--- src/verilog/atwsp_params.svh ---
// Purpose: offsets, field positions and reset values of the serial port
// Assumes: byte-wide register port of the host processor
// Notes: definitions only
`ifndef ATWSP_PARAMS_SVH
`define ATWSP_PARAMS_SVH
// register offsets
`define ATWSP_MODE_ADDR   16'hFF68
`define ATWSP_AUTO_ADDR   16'hFF69
`define ATWSP_SHIFT_ADDR  16'hFF6A
`define ATWSP_PTR_ADDR    16'hFF6B
`define ATWSP_PRESC_ADDR  16'hFF6C
`define ATWSP_RAM_BASE    16'hFAC0
// serial_mode_control fields
`define ATWSP_M_EN        7
`define ATWSP_M_DIR       6
`define ATWSP_M_AUTO      5
`define ATWSP_M_CSH       1
`define ATWSP_M_CSL       0
`define ATWSP_MODE_WMASK  8'hE3
// auto_transfer_control fields
`define ATWSP_A_RE        7
`define ATWSP_A_RPT       6
`define ATWSP_A_ERROR_CHECK_ENABLE      5
`define ATWSP_A_ERR       4
`define ATWSP_A_TRF       3
`define ATWSP_A_STROBE_ENABLE      2
`define ATWSP_A_BUSYEN    1
`define ATWSP_A_BUSYPOL   0
`define ATWSP_AUTO_WMASK  8'hE7
// reset values
`define ATWSP_MODE_RST    8'h00
`define ATWSP_AUTO_RST    8'h00
`define ATWSP_PRESC_RST   8'h88
// counts
`define ATWSP_LAST_BIT    4'h7
`define ATWSP_PTR_LAST    8'h00
`endif

--- src/verilog/atwsp_pkg.sv ---
// Purpose: types shared by the serial port
// Assumes: nothing
// Notes: bit reversal models the read/write gate
package atwsp_pkg;
    typedef enum logic [3:0] {
        ST_IDLE  = 4'b0001,
        ST_LOAD  = 4'b0010,
        ST_SHIFT = 4'b0100,
        ST_STORE = 4'b1000
    } atwsp_state_t;

    function automatic logic [7:0] atwsp_rev8(input logic [7:0] d);
        logic [7:0] r;
        r = 8'h00;
        for (int i = 0; i < 8; i++) begin
            r[i] = d[7 - i];
        end
        return r;
    endfunction
endpackage

--- src/verilog/atwsp_top.sv ---
// Purpose: three-wire serial port with automatic buffer transfer
// Assumes: all pin inputs synchronous to CLK_IN
// Notes: buffer RAM lives here; cpu accesses to it win over the sequencer
// How it works
// shift and drive output on falling clock
// sample input on rising clock edge
// eight bits, then stop and flag done
// shift register write forces output low
// direction bit reverses order at the gate
// start needs enable and idle clock
// enabling later does not start anything
// clock from pin, timer, or prescaler
// mode bit selects plain or automatic
// input pin released when receive off
// software clears handshake bits for external clock
// automatic mode moves up to 32 bytes
// software fills buffer upward from base
// software loads pointer with count minus one
// trigger write starts auto, value discarded
// load buffer byte at pointer, then send
// store received byte at pointer first
// decrement pointer, end after address zero
// active flag clears when auto ends
// active flag clearing drives output low
// done flag set after last byte
// wait gap while cpu holds the RAM
// disable stops, clears counter, frees pins
// busy enable and polarity decoding
// active flag read-only, set by trigger
// repeat bit reloads pointer and continues
// error check only with busy enabled
`timescale 1ns/10ps
`default_nettype none
`include "atwsp_params.svh"

module atwsp_fifo #(
    parameter int WIDTH = 8,
    parameter int DEPTH = 16
) (
    input  wire logic             clk_in,
    input  wire logic             rst_n_in,
    input  wire logic             in_valid_in,
    output logic                  in_ready_out,
    input  wire logic [WIDTH-1:0] in_data_in,
    output logic                  out_valid_out,
    input  wire logic             out_ready_in,
    output logic      [WIDTH-1:0] out_data_out
);
    localparam int AW = $clog2(DEPTH);
    if (DEPTH < 2 || (1 << AW) != DEPTH) begin : g_bad_depth
        $error("fifo depth must be a power of two");
    end
    logic [WIDTH-1:0] mem [0:DEPTH-1];
    logic [AW-1:0]    wp_r;
    logic [AW-1:0]    rp_r;
    logic [AW:0]      cnt_r;
    logic             push;
    logic             pop;
    assign in_ready_out  = (cnt_r != (AW+1)'(DEPTH));
    assign out_valid_out = (cnt_r != '0);
    assign out_data_out  = mem[rp_r];
    assign push = in_valid_in & in_ready_out;
    assign pop  = out_valid_out & out_ready_in;
    always_ff @(posedge clk_in) begin
        if (push) begin
            mem[wp_r] <= in_data_in;
        end
    end
    always_ff @(posedge clk_in or negedge rst_n_in) begin
        if (!rst_n_in) begin
            wp_r  <= '0;
            rp_r  <= '0;
            cnt_r <= '0;
        end else begin
            if (push) begin
                wp_r <= wp_r + 1'b1;
            end
            if (pop) begin
                rp_r <= rp_r + 1'b1;
            end
            cnt_r <= cnt_r + (AW+1)'(push) - (AW+1)'(pop);
        end
    end
endmodule // atwsp_fifo

module atwsp_top #(
    parameter int BUF_DEPTH  = 32,
    parameter int FIFO_DEPTH = 16
) (
    // clock and reset
    input  wire logic        CLK_IN,
    input  wire logic        RST_N_IN,
    // cpu register port
    input  wire logic [15:0] CPU_ADDR_IN,
    input  wire logic        CPU_WR_IN,
    input  wire logic        CPU_RD_IN,
    input  wire logic [7:0]  CPU_WDATA_IN,
    output logic      [7:0]  CPU_RDATA_OUT,
    output logic             CPU_RVALID_OUT,
    // serial pins
    input  wire logic        SCK_IN,
    output logic             SCK_OUT,
    output logic             SCK_OE_OUT,
    output logic             SO_OUT,
    output logic             SO_OE_OUT,
    input  wire logic        SI_IN,
    output logic             SI_RELEASE_OUT,
    // clock sources and handshake
    input  wire logic        TIMER2_IN,
    input  wire logic        BUSY_IN,
    // completion
    input  wire logic        DONE_CLEAR_IN,
    output logic             DONE_FLAG_OUT,
    output logic             DONE_PULSE_OUT,
    output logic             AUTO_ACTIVE_OUT
);
    localparam int PW = $clog2(BUF_DEPTH);
    if (BUF_DEPTH < 2 || BUF_DEPTH > 32 || (1 << PW) != BUF_DEPTH) begin : g_bad_buf
        $error("buffer depth must be a power of two up to 32");
    end
    localparam logic [15:0] RAM_BASE = `ATWSP_RAM_BASE;

    logic [7:0]   mode_r;
    logic [7:0]   actl_r;
    logic [7:0]   presc_r;
    logic [7:0]   sr_r;
    logic [3:0]   cnt_r;
    logic [PW-1:0] ptr_r;
    logic [PW-1:0] ptr_init_r;
    logic         trf_r;
    logic         err_r;
    logic         so_r;
    logic         sck_r;
    logic         sck_prev_r;
    logic         done_pulse_r;
    logic         done_flag_r;
    logic [15:0]  presc_cnt_r;
    logic         presc_prev_r;
    logic         presc_tick_r;
    logic [7:0]   ram [0:BUF_DEPTH-1];
    atwsp_pkg::atwsp_state_t state_r;

    // decode
    logic ram_hit;
    logic sio_wr;
    logic en;
    logic ext;
    logic start_ok;
    logic tick;
    logic busy_act;
    logic hold;
    logic fall_ev;
    logic rise_ev;
    logic last_bit;
    logic advance;
    logic [7:0] rx_byte;
    logic fifo_in_ready;
    logic fifo_out_valid;
    logic [PW+7:0] fifo_out;

    assign ram_hit  = (CPU_WR_IN | CPU_RD_IN) & (CPU_ADDR_IN[15:PW] == RAM_BASE[15:PW]);
    assign sio_wr   = CPU_WR_IN & (CPU_ADDR_IN == `ATWSP_SHIFT_ADDR);
    assign en       = mode_r[`ATWSP_M_EN];
    assign ext      = ~mode_r[`ATWSP_M_CSH];
    assign start_ok = en & (ext ? SCK_IN : 1'b1) & (state_r == atwsp_pkg::ST_IDLE);
    assign tick     = mode_r[`ATWSP_M_CSL] ? presc_tick_r : TIMER2_IN;
    // busy input: unused, active high, or active low
    assign busy_act = actl_r[`ATWSP_A_BUSYEN] & (BUSY_IN ^ actl_r[`ATWSP_A_BUSYPOL]);
    // busy only holds the clock before the first bit, never mid-byte
    assign hold     = busy_act & (cnt_r == 4'h0) & sck_r;
    assign fall_ev  = (state_r == atwsp_pkg::ST_SHIFT) &
                      (ext ? (sck_prev_r & ~SCK_IN) : (tick & sck_r & ~hold));
    assign rise_ev  = (state_r == atwsp_pkg::ST_SHIFT) &
                      (ext ? (~sck_prev_r & SCK_IN) : (tick & ~sck_r));
    assign last_bit = rise_ev & (cnt_r == `ATWSP_LAST_BIT);
    assign advance  = (state_r == atwsp_pkg::ST_STORE) & (~actl_r[`ATWSP_A_RE] | fifo_in_ready);
    assign rx_byte  = mode_r[`ATWSP_M_DIR] ? atwsp_pkg::atwsp_rev8(sr_r) : sr_r;

    // received bytes queue here so the cpu can keep the RAM busy
    atwsp_fifo #(
        .WIDTH (PW + 8),
        .DEPTH (FIFO_DEPTH)
    ) u_rx_fifo (
        .clk_in        (CLK_IN),
        .rst_n_in      (RST_N_IN),
        .in_valid_in   ((state_r == atwsp_pkg::ST_STORE) & actl_r[`ATWSP_A_RE]),
        .in_ready_out  (fifo_in_ready),
        .in_data_in    ({ptr_r, rx_byte}),
        .out_valid_out (fifo_out_valid),
        .out_ready_in  (~ram_hit),
        .out_data_out  (fifo_out)
    );

    // control registers
    always_ff @(posedge CLK_IN or negedge RST_N_IN) begin
        if (!RST_N_IN) begin
            mode_r  <= `ATWSP_MODE_RST;
            actl_r  <= `ATWSP_AUTO_RST;
            presc_r <= `ATWSP_PRESC_RST;
        end else if (CPU_WR_IN) begin
            if (CPU_ADDR_IN == `ATWSP_MODE_ADDR) begin
                mode_r <= CPU_WDATA_IN & `ATWSP_MODE_WMASK;
            end
            if (CPU_ADDR_IN == `ATWSP_AUTO_ADDR) begin
                actl_r <= CPU_WDATA_IN & `ATWSP_AUTO_WMASK;
            end
            if (CPU_ADDR_IN == `ATWSP_PRESC_ADDR) begin
                presc_r <= CPU_WDATA_IN;
            end
        end
    end

    // buffer RAM: cpu first, then queued receive bytes
    always_ff @(posedge CLK_IN) begin
        if (CPU_WR_IN & ram_hit) begin
            ram[CPU_ADDR_IN[PW-1:0]] <= CPU_WDATA_IN;
        end else if (fifo_out_valid) begin
            ram[fifo_out[PW+7:8]] <= fifo_out[7:0];
        end
    end

    // read port, one cycle latency
    always_ff @(posedge CLK_IN or negedge RST_N_IN) begin
        if (!RST_N_IN) begin
            CPU_RDATA_OUT  <= 8'h00;
            CPU_RVALID_OUT <= 1'b0;
        end else begin
            CPU_RVALID_OUT <= CPU_RD_IN;
            CPU_RDATA_OUT  <= 8'h00;
            if (CPU_RD_IN) begin
                if (ram_hit) begin
                    CPU_RDATA_OUT <= ram[CPU_ADDR_IN[PW-1:0]];
                end else begin
                    case (CPU_ADDR_IN)
                        `ATWSP_MODE_ADDR:  CPU_RDATA_OUT <= mode_r;
                        `ATWSP_AUTO_ADDR:  CPU_RDATA_OUT <= actl_r | ({7'h00, err_r} << `ATWSP_A_ERR)
                                                           | ({7'h00, trf_r} << `ATWSP_A_TRF);
                        `ATWSP_SHIFT_ADDR: CPU_RDATA_OUT <= rx_byte;
                        `ATWSP_PTR_ADDR:   CPU_RDATA_OUT <= {{(8-PW){1'b0}}, ptr_r};
                        `ATWSP_PRESC_ADDR: CPU_RDATA_OUT <= presc_r;
                        default:           CPU_RDATA_OUT <= 8'h00;
                    endcase
                end
            end
        end
    end

    // prescaler: tick at each rise of the selected counter bit
    always_ff @(posedge CLK_IN or negedge RST_N_IN) begin
        if (!RST_N_IN) begin
            presc_cnt_r  <= 16'h0000;
            presc_prev_r <= 1'b0;
            presc_tick_r <= 1'b0;
        end else begin
            presc_cnt_r  <= presc_cnt_r + 16'h0001;
            presc_prev_r <= presc_cnt_r[presc_r[7:4]];
            presc_tick_r <= presc_cnt_r[presc_r[7:4]] & ~presc_prev_r;
        end
    end

    // serial clock and pin ownership
    always_ff @(posedge CLK_IN or negedge RST_N_IN) begin
        if (!RST_N_IN) begin
            sck_r          <= 1'b1;
            sck_prev_r     <= 1'b1;
            SCK_OE_OUT     <= 1'b0;
            SO_OE_OUT      <= 1'b0;
            SI_RELEASE_OUT <= 1'b1;
        end else begin
            sck_prev_r     <= SCK_IN;
            SCK_OE_OUT     <= en & ~ext;
            SO_OE_OUT      <= en;
            SI_RELEASE_OUT <= ~(en & actl_r[`ATWSP_A_RE]);
            if (!en || state_r != atwsp_pkg::ST_SHIFT) begin
                sck_r <= 1'b1;
            end else if (!ext && (fall_ev || rise_ev)) begin
                sck_r <= ~sck_r;
            end
        end
    end
    assign SCK_OUT         = sck_r;
    assign SO_OUT          = so_r;
    assign AUTO_ACTIVE_OUT = trf_r;
    assign DONE_PULSE_OUT  = done_pulse_r;
    assign DONE_FLAG_OUT   = done_flag_r;

    // sequencer
    always_ff @(posedge CLK_IN or negedge RST_N_IN) begin
        if (!RST_N_IN) begin
            state_r      <= atwsp_pkg::ST_IDLE;
            sr_r         <= 8'h00;
            cnt_r        <= 4'h0;
            ptr_r        <= '0;
            ptr_init_r   <= '0;
            trf_r        <= 1'b0;
            err_r        <= 1'b0;
            so_r         <= 1'b0;
            done_pulse_r <= 1'b0;
        end else begin
            done_pulse_r <= 1'b0;
            if (CPU_WR_IN && CPU_ADDR_IN == `ATWSP_PTR_ADDR) begin
                ptr_r <= CPU_WDATA_IN[PW-1:0];
            end
            if (!en && state_r != atwsp_pkg::ST_IDLE) begin
                state_r <= atwsp_pkg::ST_IDLE;
                cnt_r   <= 4'h0;
                trf_r   <= 1'b0;
                so_r    <= 1'b0;
            end else begin
                case (state_r)
                    atwsp_pkg::ST_IDLE: begin
                        if (sio_wr) begin
                            so_r  <= 1'b0;
                            cnt_r <= 4'h0;
                            if (start_ok && mode_r[`ATWSP_M_AUTO]) begin
                                trf_r      <= 1'b1;
                                err_r      <= 1'b0;
                                ptr_init_r <= ptr_r;
                                state_r    <= atwsp_pkg::ST_LOAD;
                            end else begin
                                sr_r <= mode_r[`ATWSP_M_DIR] ? atwsp_pkg::atwsp_rev8(CPU_WDATA_IN)
                                                             : CPU_WDATA_IN;
                                if (start_ok) begin
                                    state_r <= atwsp_pkg::ST_SHIFT;
                                end
                            end
                        end
                    end
                    atwsp_pkg::ST_LOAD: begin
                        // gap stretches while the cpu or pending stores hold the RAM
                        if (!ram_hit && !fifo_out_valid) begin
                            sr_r    <= mode_r[`ATWSP_M_DIR] ? atwsp_pkg::atwsp_rev8(ram[ptr_r])
                                                            : ram[ptr_r];
                            cnt_r   <= 4'h0;
                            state_r <= atwsp_pkg::ST_SHIFT;
                        end
                    end
                    atwsp_pkg::ST_SHIFT: begin
                        if (fall_ev) begin
                            so_r <= sr_r[7];
                            sr_r <= {sr_r[6:0], sr_r[0]};
                        end
                        if (rise_ev) begin
                            sr_r[0] <= SI_IN;
                            cnt_r   <= cnt_r + 4'h1;
                        end
                        if (last_bit) begin
                            cnt_r <= 4'h0;
                            if (trf_r) begin
                                state_r <= atwsp_pkg::ST_STORE;
                            end else begin
                                state_r      <= atwsp_pkg::ST_IDLE;
                                done_pulse_r <= 1'b1;
                            end
                        end
                    end
                    atwsp_pkg::ST_STORE: begin
                        if (advance) begin
                            if (actl_r[`ATWSP_A_ERROR_CHECK_ENABLE] && actl_r[`ATWSP_A_BUSYEN] && busy_act) begin
                                err_r <= 1'b1;
                            end
                            if ({{(8-PW){1'b0}}, ptr_r} != `ATWSP_PTR_LAST) begin
                                ptr_r   <= ptr_r - 1'b1;
                                state_r <= atwsp_pkg::ST_LOAD;
                            end else if (actl_r[`ATWSP_A_RPT]) begin
                                ptr_r   <= ptr_init_r;
                                state_r <= atwsp_pkg::ST_LOAD;
                            end else begin
                                trf_r        <= 1'b0;
                                so_r         <= 1'b0;
                                done_pulse_r <= 1'b1;
                                state_r      <= atwsp_pkg::ST_IDLE;
                            end
                        end
                    end
                    default: state_r <= atwsp_pkg::ST_IDLE;
                endcase
            end
        end
    end

    // sticky done flag, a new event beats a clear
    always_ff @(posedge CLK_IN or negedge RST_N_IN) begin
        if (!RST_N_IN) begin
            done_flag_r <= 1'b0;
        end else begin
            done_flag_r <= done_pulse_r | (done_flag_r & ~DONE_CLEAR_IN);
        end
    end
endmodule // atwsp_top
`default_nettype wire

--- config.mk ---
export PLATFORM = sky130hd
export DESIGN_NAME = atwsp_top
export DESIGN_NICKNAME = d
export VERILOG_FILES = /design/src/verilog/atwsp_pkg.sv /design/src/verilog/atwsp_top.sv
export VERILOG_INCLUDE_DIRS = /design/src /design/src/verilog
export SDC_FILE = /design/constraint.sdc
export NUM_CORES = 1
export LEC_CHECK = 0
export BUFFER_PORTS_ARGS = -buffer_cell sky130_fd_sc_hd__buf_2
export CAP_MARGIN = 20
export CORE_UTILIZATION = 55
export DETAILED_ROUTE_END_ITERATION = 16
export PLACE_DENSITY = 0.68
export SETUP_SLACK_MARGIN = 0.15
export SLEW_MARGIN = 5
export SYNTH_ARGS = -nofsm -noshare
export SYNTH_HDL_FRONTEND = slang
export SYNTH_SLANG_ARGS = --single-unit
--- constraint.sdc ---
create_clock -name CLK_IN -period 9.4 [get_ports CLK_IN]
set_input_delay 0.47 -clock CLK_IN [delete_from_list [all_inputs] [get_ports CLK_IN]]
set_output_delay 0.47 -clock CLK_IN [all_outputs]
set_load 0.01 [all_outputs]
==> impl_metrics.json <==
{
  "final_cell_mix": "edfxtp_1 (464), mux4_2 (172), dfrtp_1 (85)",
  "cts.reportedPaths.clkPinSlew_ns": 0.06,
  "row_count": 78,
  "cts_buffers": 55,
  "crit_type": "flip-flop to flip-flop",
  "cpPeakStageDelay_ns": 0.73,
  "routed_wl_mm": 64.2,
  "layout-drive-gt1-share_pct": 25.9,
  "ctsResizeCount": 0,
  "cp_cell_sequence": "buf_4, mux4_2, mux2i_1, a21oi_1, mux2i_1, nand3_1, nor2_1",
  "critPathSlowestCell": "buf_4",
  "dp_slack_ns": 5.00,
  "fin_util_pct": 61.6,
  "synth_area_leader_cell": "edfxtp_1",
  "grt_pass1_vias": 14400,
  "path_delay_family": "multiplexers",
  "htreeDepth": 2,
  "dp_cells": 2066,
  "ys_warn_count": 0,
  "period_share_pct": 46.8,
  "drtAntennaViolNets": 0,
  "start_kind": "flip-flop",
  "cts_tree": "done",
  "synth_cell_types": 70,
  "initial_core_util_pct": 55.8,
  "die_h_um": 217,
  "synthTopCellsByArea": "edfxtp_1 (55%), mux4_2 (15%), dfrtp_1 (8.8%), mux2_2 (2.6%), mux2i_1 (2.3%)",
  "dr.pass1.iters": 9,
  "fin_nets": 1577,
  "end_kind": "flip-flop",
  "clk_latency_ns": 0.62,
  "hold_class": "input pin to flip-flop",
  "setup_tns_ns": 0,
  "synth_area_mm2": 0.0254,
  "synth_edf_count": 464,
  "cts_buffer_depth": 3,
  "path_common_cell": "mux2i_1",
  "wl_per_cell_um": 29.6,
  "stdcell_area_mm2": 0.0280,
  "finalSetupViolations": 0,
  "hold_viol": 0,
  "dieArea_mm2": 0.0470,
  "ys.flop_type": "edfxtp_1",
  "crit_arrival_ns": 4.65,
  "drc": 0,
  "synth_top_area_share_pct": 54.9,
  "grt_pass1_wl_mm": 95.8,
  "synthToLayoutAreaGrowth_pct": 10.4,
  "syn_inst": 1481,
  "ys_seq_elements": 559,
  "cts-root-buf": "clkbuf_16",
  "cts.sinks": 559,
  "drv_cap": 0,
  "port_buffers": 49,
  "avgViaCountPerCell": 6.77,
  "n_fill_cell": 3304,
  "die_w_um": 217,
  "gr-usage-all-layers_pct": 28.0,
  "placed_area_mm2": 0.0261,
  "layout_setup_ws_ns": 5.00,
  "leakage_nw": 10.0,
  "antenna_found_initial": 0,
  "layout.cells.non_filler": 2172,
  "maxSlewViolCount": 0,
  "dp_hpwl_mm": 41.7,
  "drt_iter0_drc": 1686,
  "fmax_ghz": 0.227,
  "syn_nets": 1531,
  "layout_min_cycle_time_ns": 4.40,
  "tightestPinTransition_ns": 1.05,
  "finalClockSkew_ns": 0.0313,
  "async_flop_share_pct": 17.0,
  "outcome": "complete, no violations",
  "coreArea_mm2": 0.0455,
  "vias": 14700,
  "ir_worst_vdd_v": 0.000265,
  "grt.overflow.total": 0,
  "syn_avg_cell_area_um2": 17.1,
  "final_common_cell": "edfxtp_1",
  "required_ns": 9.65,
  "max-slew-margin-rel_pct": 29.7,
  "crit_fanout": 47,
  "power.density_mw_per_mm2": 260,
  "routabilityCongestion": 0.903,
  "grt_start_max_net_pins": 59,
  "yosysSeqAreaShare_pct": 64.3,
  "cp_num_buf_inv": 1,
  "num_antenna_cells": 0,
  "boundaryPins": 50,
  "rsz0062_at_grt": "false"
}
-- stage by stage --
step | power [mW] | hold WS, ns
6_report | 7.29 | 0.0980
2_1_floorplan | 4.46 | 0.174
3_5_place_dp | 5.08 | 0.397
4_1_cts | 7.31 | 0.0788
3_3_place_gp | 5.05 | 0.387
5_1_grt | 7.53 | 0.0807
-- cell families after synthesis --
family / Yosys count / synth area share, %
xor+xnor: 27 / 0.932
buf+inv: 107 / 1.99
fa+ha+maj: 17 / 0.868
flops: 559 / 64.3
simple gates: 287 / 5.54
mux: 302 / 21.5
compound gates: 182 / 4.90
-- worst register-to-register path, stage by stage (launching register included) --
cell	delay, ns
dfrtp_4	0.54
buf_4	0.74
mux4_2	0.66
mux2i_1	0.17
a21oi_1	0.16
mux2i_1	0.63
nand3_1	0.43
nor2_1	0.71
-- cell type report --
class                      instances  area (um2)  share of cell area [%]
clock buffer                      57        1380                    4.94
clock inverter                    45         485                    1.73
inverter                          25        93.8                   0.335
multi-input combinational        815        8570                    30.6
sequential                       559       16300                    58.3
tap                              600         751                    2.68
timing repair buffer              71         418                    1.49
-- registers in the layout, summed over array words and instances, names as in the netlist, 5 cells and up --
signal / count
ram: 256
u_rx_fifo.mem: 208
presc_cnt_r: 16
CPU_RDATA_OUT: 8
presc_r: 8
sr_r: 8
actl_r: 6
mode_r: 5
ptr_init_r: 5
ptr_r: 5
u_rx_fifo.cnt_r: 5
-- final timing paths --
check                                         startpoint  slack, ns                            end  cells past startpoint
min in group asynchronous                       RST_N_IN       0.36  u_rx_fifo.wp_r[2]$_DFFE_PN0P_                      2
setup reg to reg           u_rx_fifo.rp_r[0]$_DFFE_PN0P_       5.00           ram[26][3]$_DFFE_PP_                      7
max in group asynchronous                       RST_N_IN       7.81             ptr_r[0]$_DFF_PN0_                      3
hold reg to reg                   presc_prev_r$_DFF_PN0_       0.39         presc_tick_r$_DFF_PN0_                      1
setup / recovery           u_rx_fifo.rp_r[0]$_DFFE_PN0P_       5.00           ram[26][3]$_DFFE_PP_                      7
hold / removal                                 CPU_RD_IN        0.1       CPU_RVALID_OUT$_DFF_PN0_                      1
-- repair_timing --
action                    4_1_cts  5_1_grt
hold endpoints to repair       36        0
buffers inserted                0        0
hold buffers                    2        0
-- metal layers --
| layer | up-vias | wire (um) | track usage, % |
|---|---|---|---|
| met5 | - | 0 | 0 |
| met1 | 7680 | 26100 | 40.4 |
| met2 | 807 | 30300 | 43.7 |
| li1 | 6090 | - | - |
| met3 | 134 | 5600 | 4.75 |
| met4 | 0 | 2210 | 9.69 |
-- power by group --
group | switching [mW] | leakage (nW) | total (mW) | internal [mW]
Sequential | 0.125 | 5.61 | 3.44 | 3.32
Clock | 0.966 | 0.892 | 2.26 | 1.30
Combinational | 1.07 | 3.53 | 1.58 | 0.512
-- Yosys cell counts, types with 3 or more instances --
master,count
a211oi_1,15
a21o_1,6
a21oi_1,39
a221o_1,3
a222oi_1,5
a22o_1,3
a22oi_1,20
a31oi_1,5
and2_1,22
and3_1,7
and3b_1,3
buf_1,4
buf_2,28
buf_4,12
clkbuf_1,36
dfrtp_1,89
dfstp_2,6
edfxtp_1,464
ha_1,16
inv_1,23
mux2_2,58
mux2i_1,59
mux4_1,10
mux4_2,172
mux4_4,3
nand2_1,75
nand2b_1,9
nand3_1,22
nand3b_1,4
nand4_1,11
nor2_1,80
nor2b_1,20
nor3_1,13
nor3b_1,6
o211ai_1,7
o21a_1,4
o21ai_0,26
o21bai_1,4
o221ai_1,7
o22a_1,4
o22ai_1,15
o31ai_1,3
or3_1,6
xnor2_1,20
xor2_1,7
Note: power is estimated with default switching activity, not from simulation.
